## src/pio_cmd_defs.svh

```systemverilog
// Command codes, reply bytes and reset values for the pin access command layer
`ifndef PIO_CMD_DEFS_SVH
`define PIO_CMD_DEFS_SVH

`define PIO_CMD_READ       8'hF5
`define PIO_CMD_WRITE      8'h5A
`define PIO_CONFIRM_BYTE   8'hAA
`define PIO_ERROR_BYTE     8'hFF
`define PIO_LATCH_RESET    2'h3
`define PIO_LATCH_A_BIT    0
`define PIO_LATCH_B_BIT    1

`endif

```

## src/pio_cmd_pkg.sv

```systemverilog
// Types shared by the pin access command layer
package pio_cmd_pkg;

  typedef logic [7:0] byte_t;

  typedef struct packed
  {
    logic  valid;
    byte_t data;
  } rx_byte_s;

  typedef struct packed
  {
    logic pinB;
    logic pinA;
  } pin_pair_s;

  typedef enum logic [2:0]
  {
    ST_WAIT_SELECT,
    ST_COMMAND,
    ST_READ_LOOP,
    ST_WRITE_DATA,
    ST_WRITE_CHECK,
    ST_WRITE_CONFIRM,
    ST_WRITE_STATUS,
    ST_ERROR_LOOP
  } cmd_state_e;

endpackage : pio_cmd_pkg

```

## src/pio_sample_encoder.sv

```systemverilog
// Registered pin status byte: pin and latch per channel, complemented high nibble
`timescale 1ns/1ps

module pio_sample_encoder
  import pio_cmd_pkg::*;
(
  // Clock and reset
  input  wire logic                   ref_clk,
  input  wire logic                   rst,
  input  wire logic                   ce,
  // Channel state
  input  wire pio_cmd_pkg::pin_pair_s pinLevel,
  input  wire logic [1:0]             latchState,
  // Encoded byte
  output      pio_cmd_pkg::byte_t     sampleByte
);

  byte_t sample_reg;
  wire   [3:0] lowNibble;

  assign lowNibble  = {latchState[1], pinLevel.pinB, latchState[0], pinLevel.pinA};
  assign sampleByte = sample_reg;

  always_ff @(posedge ref_clk)
  begin
    if (rst)
      sample_reg <= 8'hF0;
    else if (ce)
      sample_reg <= {~lowNibble, lowNibble};
  end

endmodule : pio_sample_encoder

```

## src/pio_cmd_layer.sv

```systemverilog
// Pin access command interpreter behind the single-wire link layer
// Operation
// - Code F5h returns sampled channel pin bytes
// - Fresh sample per read byte until reset
// - Read command never aborts or errors
// - Code 5Ah starts output latch update
// - Valid complement applies state, replies AAh
// - Then status byte showing updated pins if AAh waits one cycle untaken
// - Further byte pairs accepted until reset
// - Bad complement enters endless all-ones loop
// - Error loop leaves bus released every slot
// - Reset and presence frame every transaction
`timescale 1ns/1ps
`include "pio_cmd_defs.svh"

module pio_cmd_layer
  import pio_cmd_pkg::*;
(
  // Clock, reset, enable
  input  wire logic                   ref_clk,
  input  wire logic                   rst,
  input  wire logic                   ce,
  // Link layer framing
  input  wire logic                   busReset,
  input  wire logic                   romSelected,
  // Bytes from master
  input  wire pio_cmd_pkg::rx_byte_s  rxByte,
  // Bytes to master
  output      logic                   txValid,
  output      pio_cmd_pkg::byte_t     txData,
  input  wire logic                   txReady,
  // Channel A pin
  input  wire logic                   channelAPinIn,
  output      logic                   channelAPinOut,
  output      logic                   channelAPinOeN,
  // Channel B pin
  input  wire logic                   channelBPinIn,
  output      logic                   channelBPinOut,
  output      logic                   channelBPinOeN,
  // Debug flag, high while the command state is the error loop
  output      logic                   errorLoop
);

  cmd_state_e state_reg;
  cmd_state_e state_next;
  logic [1:0] latch_reg;
  logic [1:0] latch_next;
  byte_t      data_reg;
  byte_t      data_next;
  byte_t      tx_reg;
  byte_t      tx_next;
  logic       txv_reg;
  logic       txv_next;
  byte_t      sampleByte;
  pin_pair_s  pinLevel;

  // ---------------------------------------------------------------
  // Decode
  // ---------------------------------------------------------------
  function automatic logic isComplement(input byte_t a, input byte_t b);
    isComplement = ((a ^ b) == 8'hFF);
  endfunction : isComplement

  wire rxGot     = rxByte.valid;
  wire txTaken   = txv_reg & txReady;
  wire isReadCmd  = rxGot && (rxByte.data == `PIO_CMD_READ);
  wire isWriteCmd = rxGot && (rxByte.data == `PIO_CMD_WRITE);
  wire pairGood  = isComplement(data_reg, rxByte.data);

  assign pinLevel.pinA = channelAPinIn;
  assign pinLevel.pinB = channelBPinIn;

  pio_sample_encoder u_encoder
  (
    .ref_clk    (ref_clk),
    .rst        (rst),
    .ce         (ce),
    .pinLevel   (pinLevel),
    .latchState (latch_reg),
    .sampleByte (sampleByte)
  );

  // ---------------------------------------------------------------
  // Open-drain channels
  // ---------------------------------------------------------------
  // A zero latch pulls low; a one releases so the pin can be sensed
  assign channelAPinOut = 1'b0;
  assign channelBPinOut = 1'b0;
  assign channelAPinOeN = latch_reg[`PIO_LATCH_A_BIT];
  assign channelBPinOeN = latch_reg[`PIO_LATCH_B_BIT];

  assign txValid   = txv_reg;
  assign txData    = tx_reg;
  assign errorLoop = (state_reg == ST_ERROR_LOOP);

  // ---------------------------------------------------------------
  // Command sequencing
  // ---------------------------------------------------------------
  always_comb
  begin
    state_next = state_reg;
    latch_next = latch_reg;
    data_next  = data_reg;
    tx_next    = tx_reg;
    txv_next   = txv_reg;
    case (state_reg)
      ST_WAIT_SELECT:
      begin
        txv_next = 1'b0;
        if (romSelected)
          state_next = ST_COMMAND;
      end
      ST_COMMAND:
      begin
        if (isReadCmd)
        begin
          state_next = ST_READ_LOOP;
          tx_next    = sampleByte;
          txv_next   = 1'b1;
        end
        else if (isWriteCmd)
          state_next = ST_WRITE_DATA;
        else if (rxGot)
          state_next = ST_WAIT_SELECT;
      end
      ST_READ_LOOP:
      begin
        // No exit but the bus reset; every slot byte is a new sample
        txv_next = 1'b1;
        if (txTaken)
          tx_next = sampleByte;
      end
      ST_WRITE_DATA:
      begin
        if (rxGot)
        begin
          data_next  = rxByte.data;
          state_next = ST_WRITE_CHECK;
        end
      end
      ST_WRITE_CHECK:
      begin
        if (rxGot && pairGood)
        begin
          latch_next = data_reg[1:0];
          tx_next    = `PIO_CONFIRM_BYTE;
          txv_next   = 1'b1;
          state_next = ST_WRITE_CONFIRM;
        end
        else if (rxGot)
        begin
          // Latch untouched on a bad pair
          tx_next    = `PIO_ERROR_BYTE;
          txv_next   = 1'b1;
          state_next = ST_ERROR_LOOP;
        end
      end
      ST_WRITE_CONFIRM:
      begin
        // Status needs one idle cycle after the check byte: the encoder
        // registers the pins, so an earlier take would report old levels
        if (txTaken)
        begin
          tx_next    = sampleByte;
          state_next = ST_WRITE_STATUS;
        end
      end
      ST_WRITE_STATUS:
      begin
        if (txTaken)
        begin
          txv_next   = 1'b0;
          state_next = ST_WRITE_DATA;
        end
      end
      ST_ERROR_LOOP:
      begin
        // All ones leaves the line released in every read slot
        tx_next  = `PIO_ERROR_BYTE;
        txv_next = 1'b1;
      end
      default:
      begin
        state_next = ST_WAIT_SELECT;
        txv_next   = 1'b0;
      end
    endcase
  end

  // Bus reset ends any transaction but keeps the latches
  always_ff @(posedge ref_clk)
  begin
    if (rst)
    begin
      state_reg <= ST_WAIT_SELECT;
      latch_reg <= `PIO_LATCH_RESET;
      data_reg  <= 8'h00;
      tx_reg    <= 8'hFF;
      txv_reg   <= 1'b0;
    end
    else if (ce && busReset)
    begin
      state_reg <= ST_WAIT_SELECT;
      txv_reg   <= 1'b0;
    end
    else if (ce)
    begin
      state_reg <= state_next;
      latch_reg <= latch_next;
      data_reg  <= data_next;
      tx_reg    <= tx_next;
      txv_reg   <= txv_next;
    end
  end

endmodule : pio_cmd_layer

```

## config.mk

```make
export PLATFORM = sky130hd
export DESIGN_NAME = pio_cmd_layer
export DESIGN_NICKNAME = d
export VERILOG_FILES = /design/src/pio_cmd_pkg.sv /design/src/pio_sample_encoder.sv /design/src/pio_cmd_layer.sv
export VERILOG_INCLUDE_DIRS = /design/src
export SDC_FILE = /design/constraint.sdc
export NUM_CORES = 1
export LEC_CHECK = 0
export BUFFER_PORTS_ARGS = -buffer_cell sky130_fd_sc_hd__clkbuf_2
export CORE_MARGIN = 3
export CORE_UTILIZATION = 54
export DETAILED_ROUTE_END_ITERATION = 8
export PLACE_DENSITY_LB_ADDON = 0.1
export SETUP_SLACK_MARGIN = 0.4
export SLEW_MARGIN = 20
export SYNTH_ARGS = -nofsm -noshare
export SYNTH_HDL_FRONTEND = slang
export SYNTH_SLANG_ARGS = --single-unit
```

## constraint.sdc

```tcl
create_clock -name ref_clk -period 2.3 [get_ports ref_clk]
set_clock_uncertainty 0.1 [all_clocks]
set_input_delay 0.575 -clock ref_clk [delete_from_list [all_inputs] [get_ports ref_clk]]
set_output_delay 0.575 -clock ref_clk [all_outputs]
set_load 0.03 [all_outputs]
```

* After elaboration in Yosys (flattened, before gate mapping)
Index checks and enable logic that the tools add are counted.
** Operators by class
- Reduce and logical (&&, ||, !) cells :: 16
- Muxes and demuxes :: 20
- Bitwise logic cells :: 4
- Equal/unequal tests :: 18
** Operators by type and width (number)
- two-way mux 8 bit :: 4
- case mux 8 bit (4 select lines) :: 1
- two-way mux 3 bit :: 9
- case mux 3 bit (6 select lines) :: 1
- == test 8 bit (second input constant) :: 2
- == test 3 bit (second input constant) :: 4
- != test 2 bit (second input constant) :: 5
- == test 8 x 7 -> 1 bit (second input constant) :: 1
- AND reduction 4 bit :: 2
- AND reduction 8 bit :: 1
- bitwise XOR 8 bit :: 1
- == test 3 x 2 -> 1 bit (second input constant) :: 2
- AND reduction 6 bit :: 1
- nonzero test 6 bit :: 1
- OR reduction 2 bit :: 3
- case mux 1 bit (5 select lines) :: 1
- AND reduction 5 bit :: 1
- nonzero test 5 bit :: 1
- logical AND 1 bit :: 4
- two-way mux 1 bit :: 4
- != test 4 bit (second input constant) :: 1
- NOT 4 bit :: 1
- nonzero test 4 bit :: 1
- == test 3 x 1 -> 1 bit (second input constant) :: 1
- other kinds (5) :: 5
** Word-level totals
- Input port bits :: 17
- Flip-flop bits (word level) :: 30
- Output and inout bits :: 14

* Logic depth before layout (Yosys ltp)
- Depth after elaboration :: 5
- Mapped depth :: 7
- Mapped depth without buffers :: 5

* Cells and area by module
Synthesis repeated with hierarchy kept, for this count alone.
** Unflattened totals
- Cell total of the unflattened synthesis :: 182
- Area, all modules :: 1616.6 sq um
** By module, submodules not included
- pio_cmd_layer :: cells each 152, times used 1, area an instance 1326.3 sq um
- pio_sample_encoder :: cells each 30, times used 1, area an instance 290.3 sq um

* Worst setup path after synthesis
OpenSTA, ideal clock, no wires.
- Path type :: in2reg
- Start :: in rxByte[8] in the netlist's numbering
- End :: reg tx_reg[0] (netlist: txData[0])
- Buffers on the path :: 2
- Stages :: 7
- Arrival :: 1.769 ns
- Setup time :: 0.117 ns
- Setup slack :: 0.314 ns
- Cells stage by stage :: buf_2 -> and3_1 -> a311oi_1 -> a2111o_1 -> buf_6 -> nand2b_4 -> o22a_1
** On the way
- Longest elaborated chain between the ends :: 3
- Elaborated cells on any way between the ends :: 7
** Ends and longest elaborated chain
- start: declaration :: line pio_cmd_layer.sv:27 : input wire pio_cmd_pkg::rx_byte_s rxByte,
- logical AND 1 bit (on tied branches) :: line pio_cmd_layer.sv:143, pio_cmd_layer.sv:66
- != test 3 bit (no line) (tied with other cells)
- AND reduction 6 bit (no line) / case mux 8 bit (4 select lines) (equally long branches)
- end signal: assignment :: line pio_cmd_layer.sv:211 : tx_reg <= tx_next;
- end: declaration :: line pio_cmd_layer.sv:50 : byte_t tx_reg;
Parallel ways exist; a longest one is shown, timed or not.
A chain may end at the register's enable or synchronous reset.

* Worst setup path after layout
- Start :: reg state_reg[1]
- End :: out errorLoop
** On the way
- Longest elaborated chain between the ends :: 1
** Ends and longest elaborated chain
- start: declaration :: line pio_cmd_layer.sv:44 : cmd_state_e state_reg;
- start signal: assignment :: line pio_cmd_layer.sv:208 : state_reg <= state_next;
- == test 3 bit :: line pio_cmd_layer.sv:94 : assign errorLoop = (state_reg == ST_ERROR_LOOP);
- end: declaration :: line pio_cmd_layer.sv:41 : output logic errorLoop
No other way between the ends.

==> impl_results.html <==
<table>
<tr><th>Metric</th><th>Value</th></tr>
<tr><th colspan="2">Setup path</th></tr>
<tr><td>Critical-path cell list</td><td>buf_6 -&gt; nand2_2 -&gt; nor2_4 -&gt; clkbuf_8</td></tr>
<tr><td>Worst Setup End Kind</td><td>output port</td></tr>
<tr><td>Beginning of the critical path</td><td>state_reg[1]$_SDFFE_PP0P_</td></tr>
<tr><td>Minimum setup slack among reg-to-reg paths</td><td>0.47 ns</td></tr>
<tr><td>Cell count of the worst reg-to-reg path</td><td>7</td></tr>
<tr><td>Cell depth of the worst setup path</td><td>4</td></tr>
<tr><td>Type of the worst setup path</td><td>register to output port</td></tr>
<tr><td>CP max FO</td><td>4</td></tr>
<tr><td>Delay of the slowest cell on the worst path</td><td>0.36 ns</td></tr>
<tr><td>Worst path top cell family by delay</td><td>flip-flops</td></tr>
<tr><td>Crit path arrival time</td><td>1.18 ns</td></tr>
<tr><td>Data required time at the worst endpoint</td><td>1.62 ns</td></tr>
<tr><td>Standard cell with the maximum stage delay on the critical path</td><td>dfxtp_2</td></tr>
<tr><td>Number of buffers and inverters on the critical path</td><td>2</td></tr>
<tr><td>Crit Reg-Reg Startpoint</td><td>state_reg[1]$_SDFFE_PP0P_</td></tr>
<tr><td>Element type at the critical path start</td><td>register</td></tr>
<tr><th colspan="2">Floorplanning</th></tr>
<tr><td>Chip height</td><td>60.21 µm</td></tr>
<tr><td>Core outline area</td><td>2781 µm²</td></tr>
<tr><td>Count of boundary I/O pins</td><td>31</td></tr>
<tr><td>Initial Utilization</td><td>57.04%</td></tr>
<tr><td>Area enclosed by the die boundary</td><td>3625 µm²</td></tr>
<tr><td>Die span in x</td><td>60.21 µm</td></tr>
<tr><td>Row cnt</td><td>19</td></tr>
<tr><th colspan="2">STA</th></tr>
<tr><td>Number of slew-limit violations in the final report</td><td>0</td></tr>
<tr><td>Max Fclk</td><td>0.5396 GHz</td></tr>
<tr><td>Final clock period utilization by the worst path</td><td>80.58%</td></tr>
<tr><td>Worst setup slack after layout</td><td>0.4468 ns</td></tr>
<tr><td>Post-layout min period</td><td>1.853 ns</td></tr>
<tr><td>Final TNS setup</td><td>0 ns</td></tr>
<tr><td>Worst Max-Slew Pin Slew</td><td>0.4988 ns</td></tr>
<tr><td>Hold Vio Cnt, Final</td><td>0</td></tr>
<tr><td>Relative slew slack</td><td>66.64%</td></tr>
<tr><td>Worst Hold Margin</td><td>0.3734 ns</td></tr>
<tr><td>RSZ-0062 raised after global routing</td><td>true</td></tr>
<tr><td>Final-report setup violation count</td><td>0</td></tr>
<tr><th colspan="2">Routing</th></tr>
<tr><td>Detailed-route wire length</td><td>3.522 mm</td></tr>
<tr><td>Antenna-violating nets left</td><td>0</td></tr>
<tr><td>Pre-antenna DRT Iters</td><td>4</td></tr>
<tr><td>Detailed Route Iter0 Violations</td><td>62</td></tr>
<tr><td>Routed via count</td><td>1,477</td></tr>
<tr><td>Post-DR wirelength/cell</td><td>13.60 µm</td></tr>
<tr><td>Via density per instance</td><td>5.703</td></tr>
<tr><td>Post-detailed-route DRC marker count</td><td>0</td></tr>
<tr><th colspan="2">Pwr</th></tr>
<tr><td>Share of total power in the clock network</td><td>34.6%</td></tr>
<tr><td>Power, Total</td><td>0.9947 mW</td></tr>
<tr><td>Total internal power</td><td>0.7222 mW</td></tr>
<tr><td>Maximum VDD drop</td><td>0.4889 mV</td></tr>
<tr><td>Comb pwr share</td><td>11.4%</td></tr>
<tr><td>Cell Pwr Density</td><td>516.9 nW/µm²</td></tr>
<tr><td>Part of the total power dissipated in sequential elements</td><td>54.0%</td></tr>
<tr><td>Leak Pwr</td><td>0.7963 nW</td></tr>
<tr><td>Net Switching</td><td>0.2725 mW</td></tr>
<tr><td>Switching power as a share of total power</td><td>27.40%</td></tr>
<tr><th colspan="2">Layout</th></tr>
<tr><td>Share of layout cells above drive strength 1</td><td>28.51%</td></tr>
<tr><td>Total non-filler cell area in the finished layout</td><td>1924 µm²</td></tr>
<tr><td>Most frequent cells in the layout</td><td>27 x nor2_1, 27 x dfxtp_1, 27 x clkbuf_2</td></tr>
<tr><td>Layout Area Growth over Synthesis</td><td>21.29%</td></tr>
<tr><td># nets final</td><td>244</td></tr>
<tr><td>Final standard cell count with taps included and fillers excluded</td><td>259</td></tr>
<tr><td>N_diodes</td><td>0</td></tr>
<tr><td>Utilization after layout</td><td>69.19%</td></tr>
<tr><th colspan="2">CTS</th></tr>
<tr><td>CTS root buffer</td><td>clkbuf_4</td></tr>
<tr><td>Hold buffer count at cts</td><td>0</td></tr>
<tr><td>Maximum buffer depth of the clock tree</td><td>2</td></tr>
<tr><td>Clock slew seen by the registers of the worst setup and hold paths</td><td>0.10 ns</td></tr>
<tr><td>Worst skew pair latency</td><td>0.34 ns</td></tr>
<tr><td>H-tree levels</td><td>2</td></tr>
<tr><td>CTS tree</td><td>done</td></tr>
<tr><td>Clock tree sinks</td><td>30</td></tr>
<tr><td>Number of CTS-inserted buffers</td><td>5</td></tr>
<tr><th colspan="2">Place</th></tr>
<tr><td>Final HPWL from detailed placement</td><td>2.538 mm</td></tr>
<tr><td>Weighted congestion reported at the end of routability-driven placement</td><td>0.8058</td></tr>
<tr><td>Placed inst area</td><td>1745 µm²</td></tr>
<tr><td>Port-buffer cells</td><td>28</td></tr>
<tr><td>Number of placed cells counting well taps</td><td>242</td></tr>
<tr><td>Worst setup timing slack at the placement stage</td><td>0.02153 ns</td></tr>
<tr><th colspan="2">Worst hold path</th></tr>
<tr><td>Launch point of the worst hold path</td><td>channelAPinIn</td></tr>
<tr><td>Class of the tightest hold or removal check</td><td>primary input to register</td></tr>
<tr><td>Number of instances on the worst hold path</td><td>3</td></tr>
<tr><th colspan="2">Yosys</th></tr>
<tr><td>Number of unique standard cell types used by synthesis</td><td>44</td></tr>
<tr><td>Flip-flop and latch count after synthesis</td><td>30</td></tr>
<tr><td>Cells after synthesis</td><td>188</td></tr>
<tr><td>Share of the yosys chip area belonging to registers</td><td>37.85%</td></tr>
<tr><td>Post-Syn Area per Cell</td><td>8.439 µm²</td></tr>
<tr><td>Yosys warning total</td><td>0</td></tr>
<tr><td>Netlist area before placement</td><td>1587 µm²</td></tr>
<tr><th colspan="2">Global route</th></tr>
<tr><td>Most utilized layer in the global route result</td><td>met2</td></tr>
<tr><td>Final global-route overflow total</td><td>0</td></tr>
<tr><td>Global routing met1 resource utilization</td><td>28.03%</td></tr>
<tr><td>Via count of the first global-routing pass</td><td>1,339</td></tr>
<tr><td>Maximum number of pins on one net before global-route repair</td><td>27</td></tr>
<tr><td>Antenna violations before repair</td><td>0</td></tr>
<tr><td>GRT Resource Usage Total</td><td>21.93%</td></tr>
<tr><td>Global Route met3 Usage</td><td>6.048%</td></tr>
<tr><td>Met2 Usage GRT</td><td>35.96%</td></tr>
<tr><td>First-pass GRT wire length</td><td>6.030 mm</td></tr>
<tr><th colspan="2">Flow run</th></tr>
<tr><td>Number of violations of the max-capacitance limit</td><td>0</td></tr>
<tr><th colspan="2">Run status</th></tr>
<tr><td>Outcome</td><td>finished clean</td></tr>
</table>
==> cell usage after synthesis (all sizes together) <==
cell | n | area, µm²
dfxtp | 30 | 600.6
nor2 | 28 | 105.1
nand2 | 17 | 63.81
nand2b | 13 | 88.83
mux2i | 11 | 110.1
a21oi | 9 | 45.04
buf | 9 | 61.31
o21ai | 9 | 45.04
xor2 | 9 | 78.83
clkbuf | 4 | 15.01
nor2b | 4 | 32.53
nor3 | 4 | 31.28
o22a | 4 | 35.03
o31a | 4 | 35.03
inv | 3 | 11.26
a311oi | 2 | 17.52
nand3 | 2 | 10.01
nand3b | 2 | 15.01
nand4 | 2 | 12.51
o211ai | 2 | 15.01
o31ai | 2 | 15.01
a2111o | 1 | 11.26
a211oi | 1 | 7.510
a21boi | 1 | 7.510
a21o | 1 | 7.510
a31oi | 1 | 6.260
and2 | 1 | 6.260
and3 | 1 | 6.260
and3b | 1 | 8.760
and4bb | 1 | 12.51
conb | 1 | 3.750
nor4 | 1 | 6.260
nor4b | 1 | 8.760
o21a | 1 | 7.510
o21ba | 1 | 10.01
o221ai | 1 | 8.760
or3 | 1 | 6.260
or3b | 1 | 8.760
xnor2 | 1 | 8.760
==> worst register-to-register path: cells and delay by family, from the launching register on <==
kind,cells,cell delay (ns)
and+or+nand+nor,3,0.42
DFF,1,0.35
buffers and inverters,2,0.27
AOI/OAI and AO/OA,2,0.60
==> final cells by class <==
cell class / count / area [µm²]
clock buffer: 6 / 51.30
clock inverter: 2 / 12.51
fill: 236 / 857.1
inverter: 3 / 11.26
multi-input combinational: 144 / 935.9
sequential: 30 / 609.3
tap: 31 / 38.79
timing repair buffer: 43 / 265.3
==> kinds of logic after synthesis <==
logic type | count (synthesis) | synth area share, %
simple gates | 80 | 26.66
compound gates | 40 | 17.27
flops | 30 | 37.86
buf+inv | 16 | 5.520
mux | 11 | 6.940
xor+xnor | 10 | 5.521
other cells | 1 | 0.2364
==> layer usage <==
layer | wire, µm | vias up
met2 | 1650 | 55
met1 | 1602 | 685
met4 | 47 | 0
met5 | 0 | -
met3 | 222 | 7
li1 | - | 730
==> worst paths after layout <==
| kind | to |
|---|---|
| setup / recovery | errorLoop |
| hold / removal | u_encoder.sampleByte[0]$_SDFFE_PP0P_ |
| hold reg to reg | u_encoder.sampleByte[0]$_SDFFE_PP0P_ |
| setup reg to reg | txData[0]$_SDFFE_PP1P_ |
==> timing repair <==
item | CTS | global route
pin swaps | 2 | 1
endpoints found under the setup margin | 7 | 9
gates cloned | 1 | 0
setup buffers | 6 | 2
endpoints found under the hold margin | 0 | 0
gates resized for setup | 9 | 5
==> power by group through the flow <==
stage	Sequential [mW]	Combinational (mW)	Clock, mW
3_3_place_gp	0.552	0.102	0
2_1_floorplan	0.554	0.0694	0
5_1_grt	0.539	0.126	0.373
6_report	0.537	0.113	0.344
4_1_cts	0.539	0.107	0.349
3_5_place_dp	0.552	0.105	0
(Power assumes the default switching activity.)
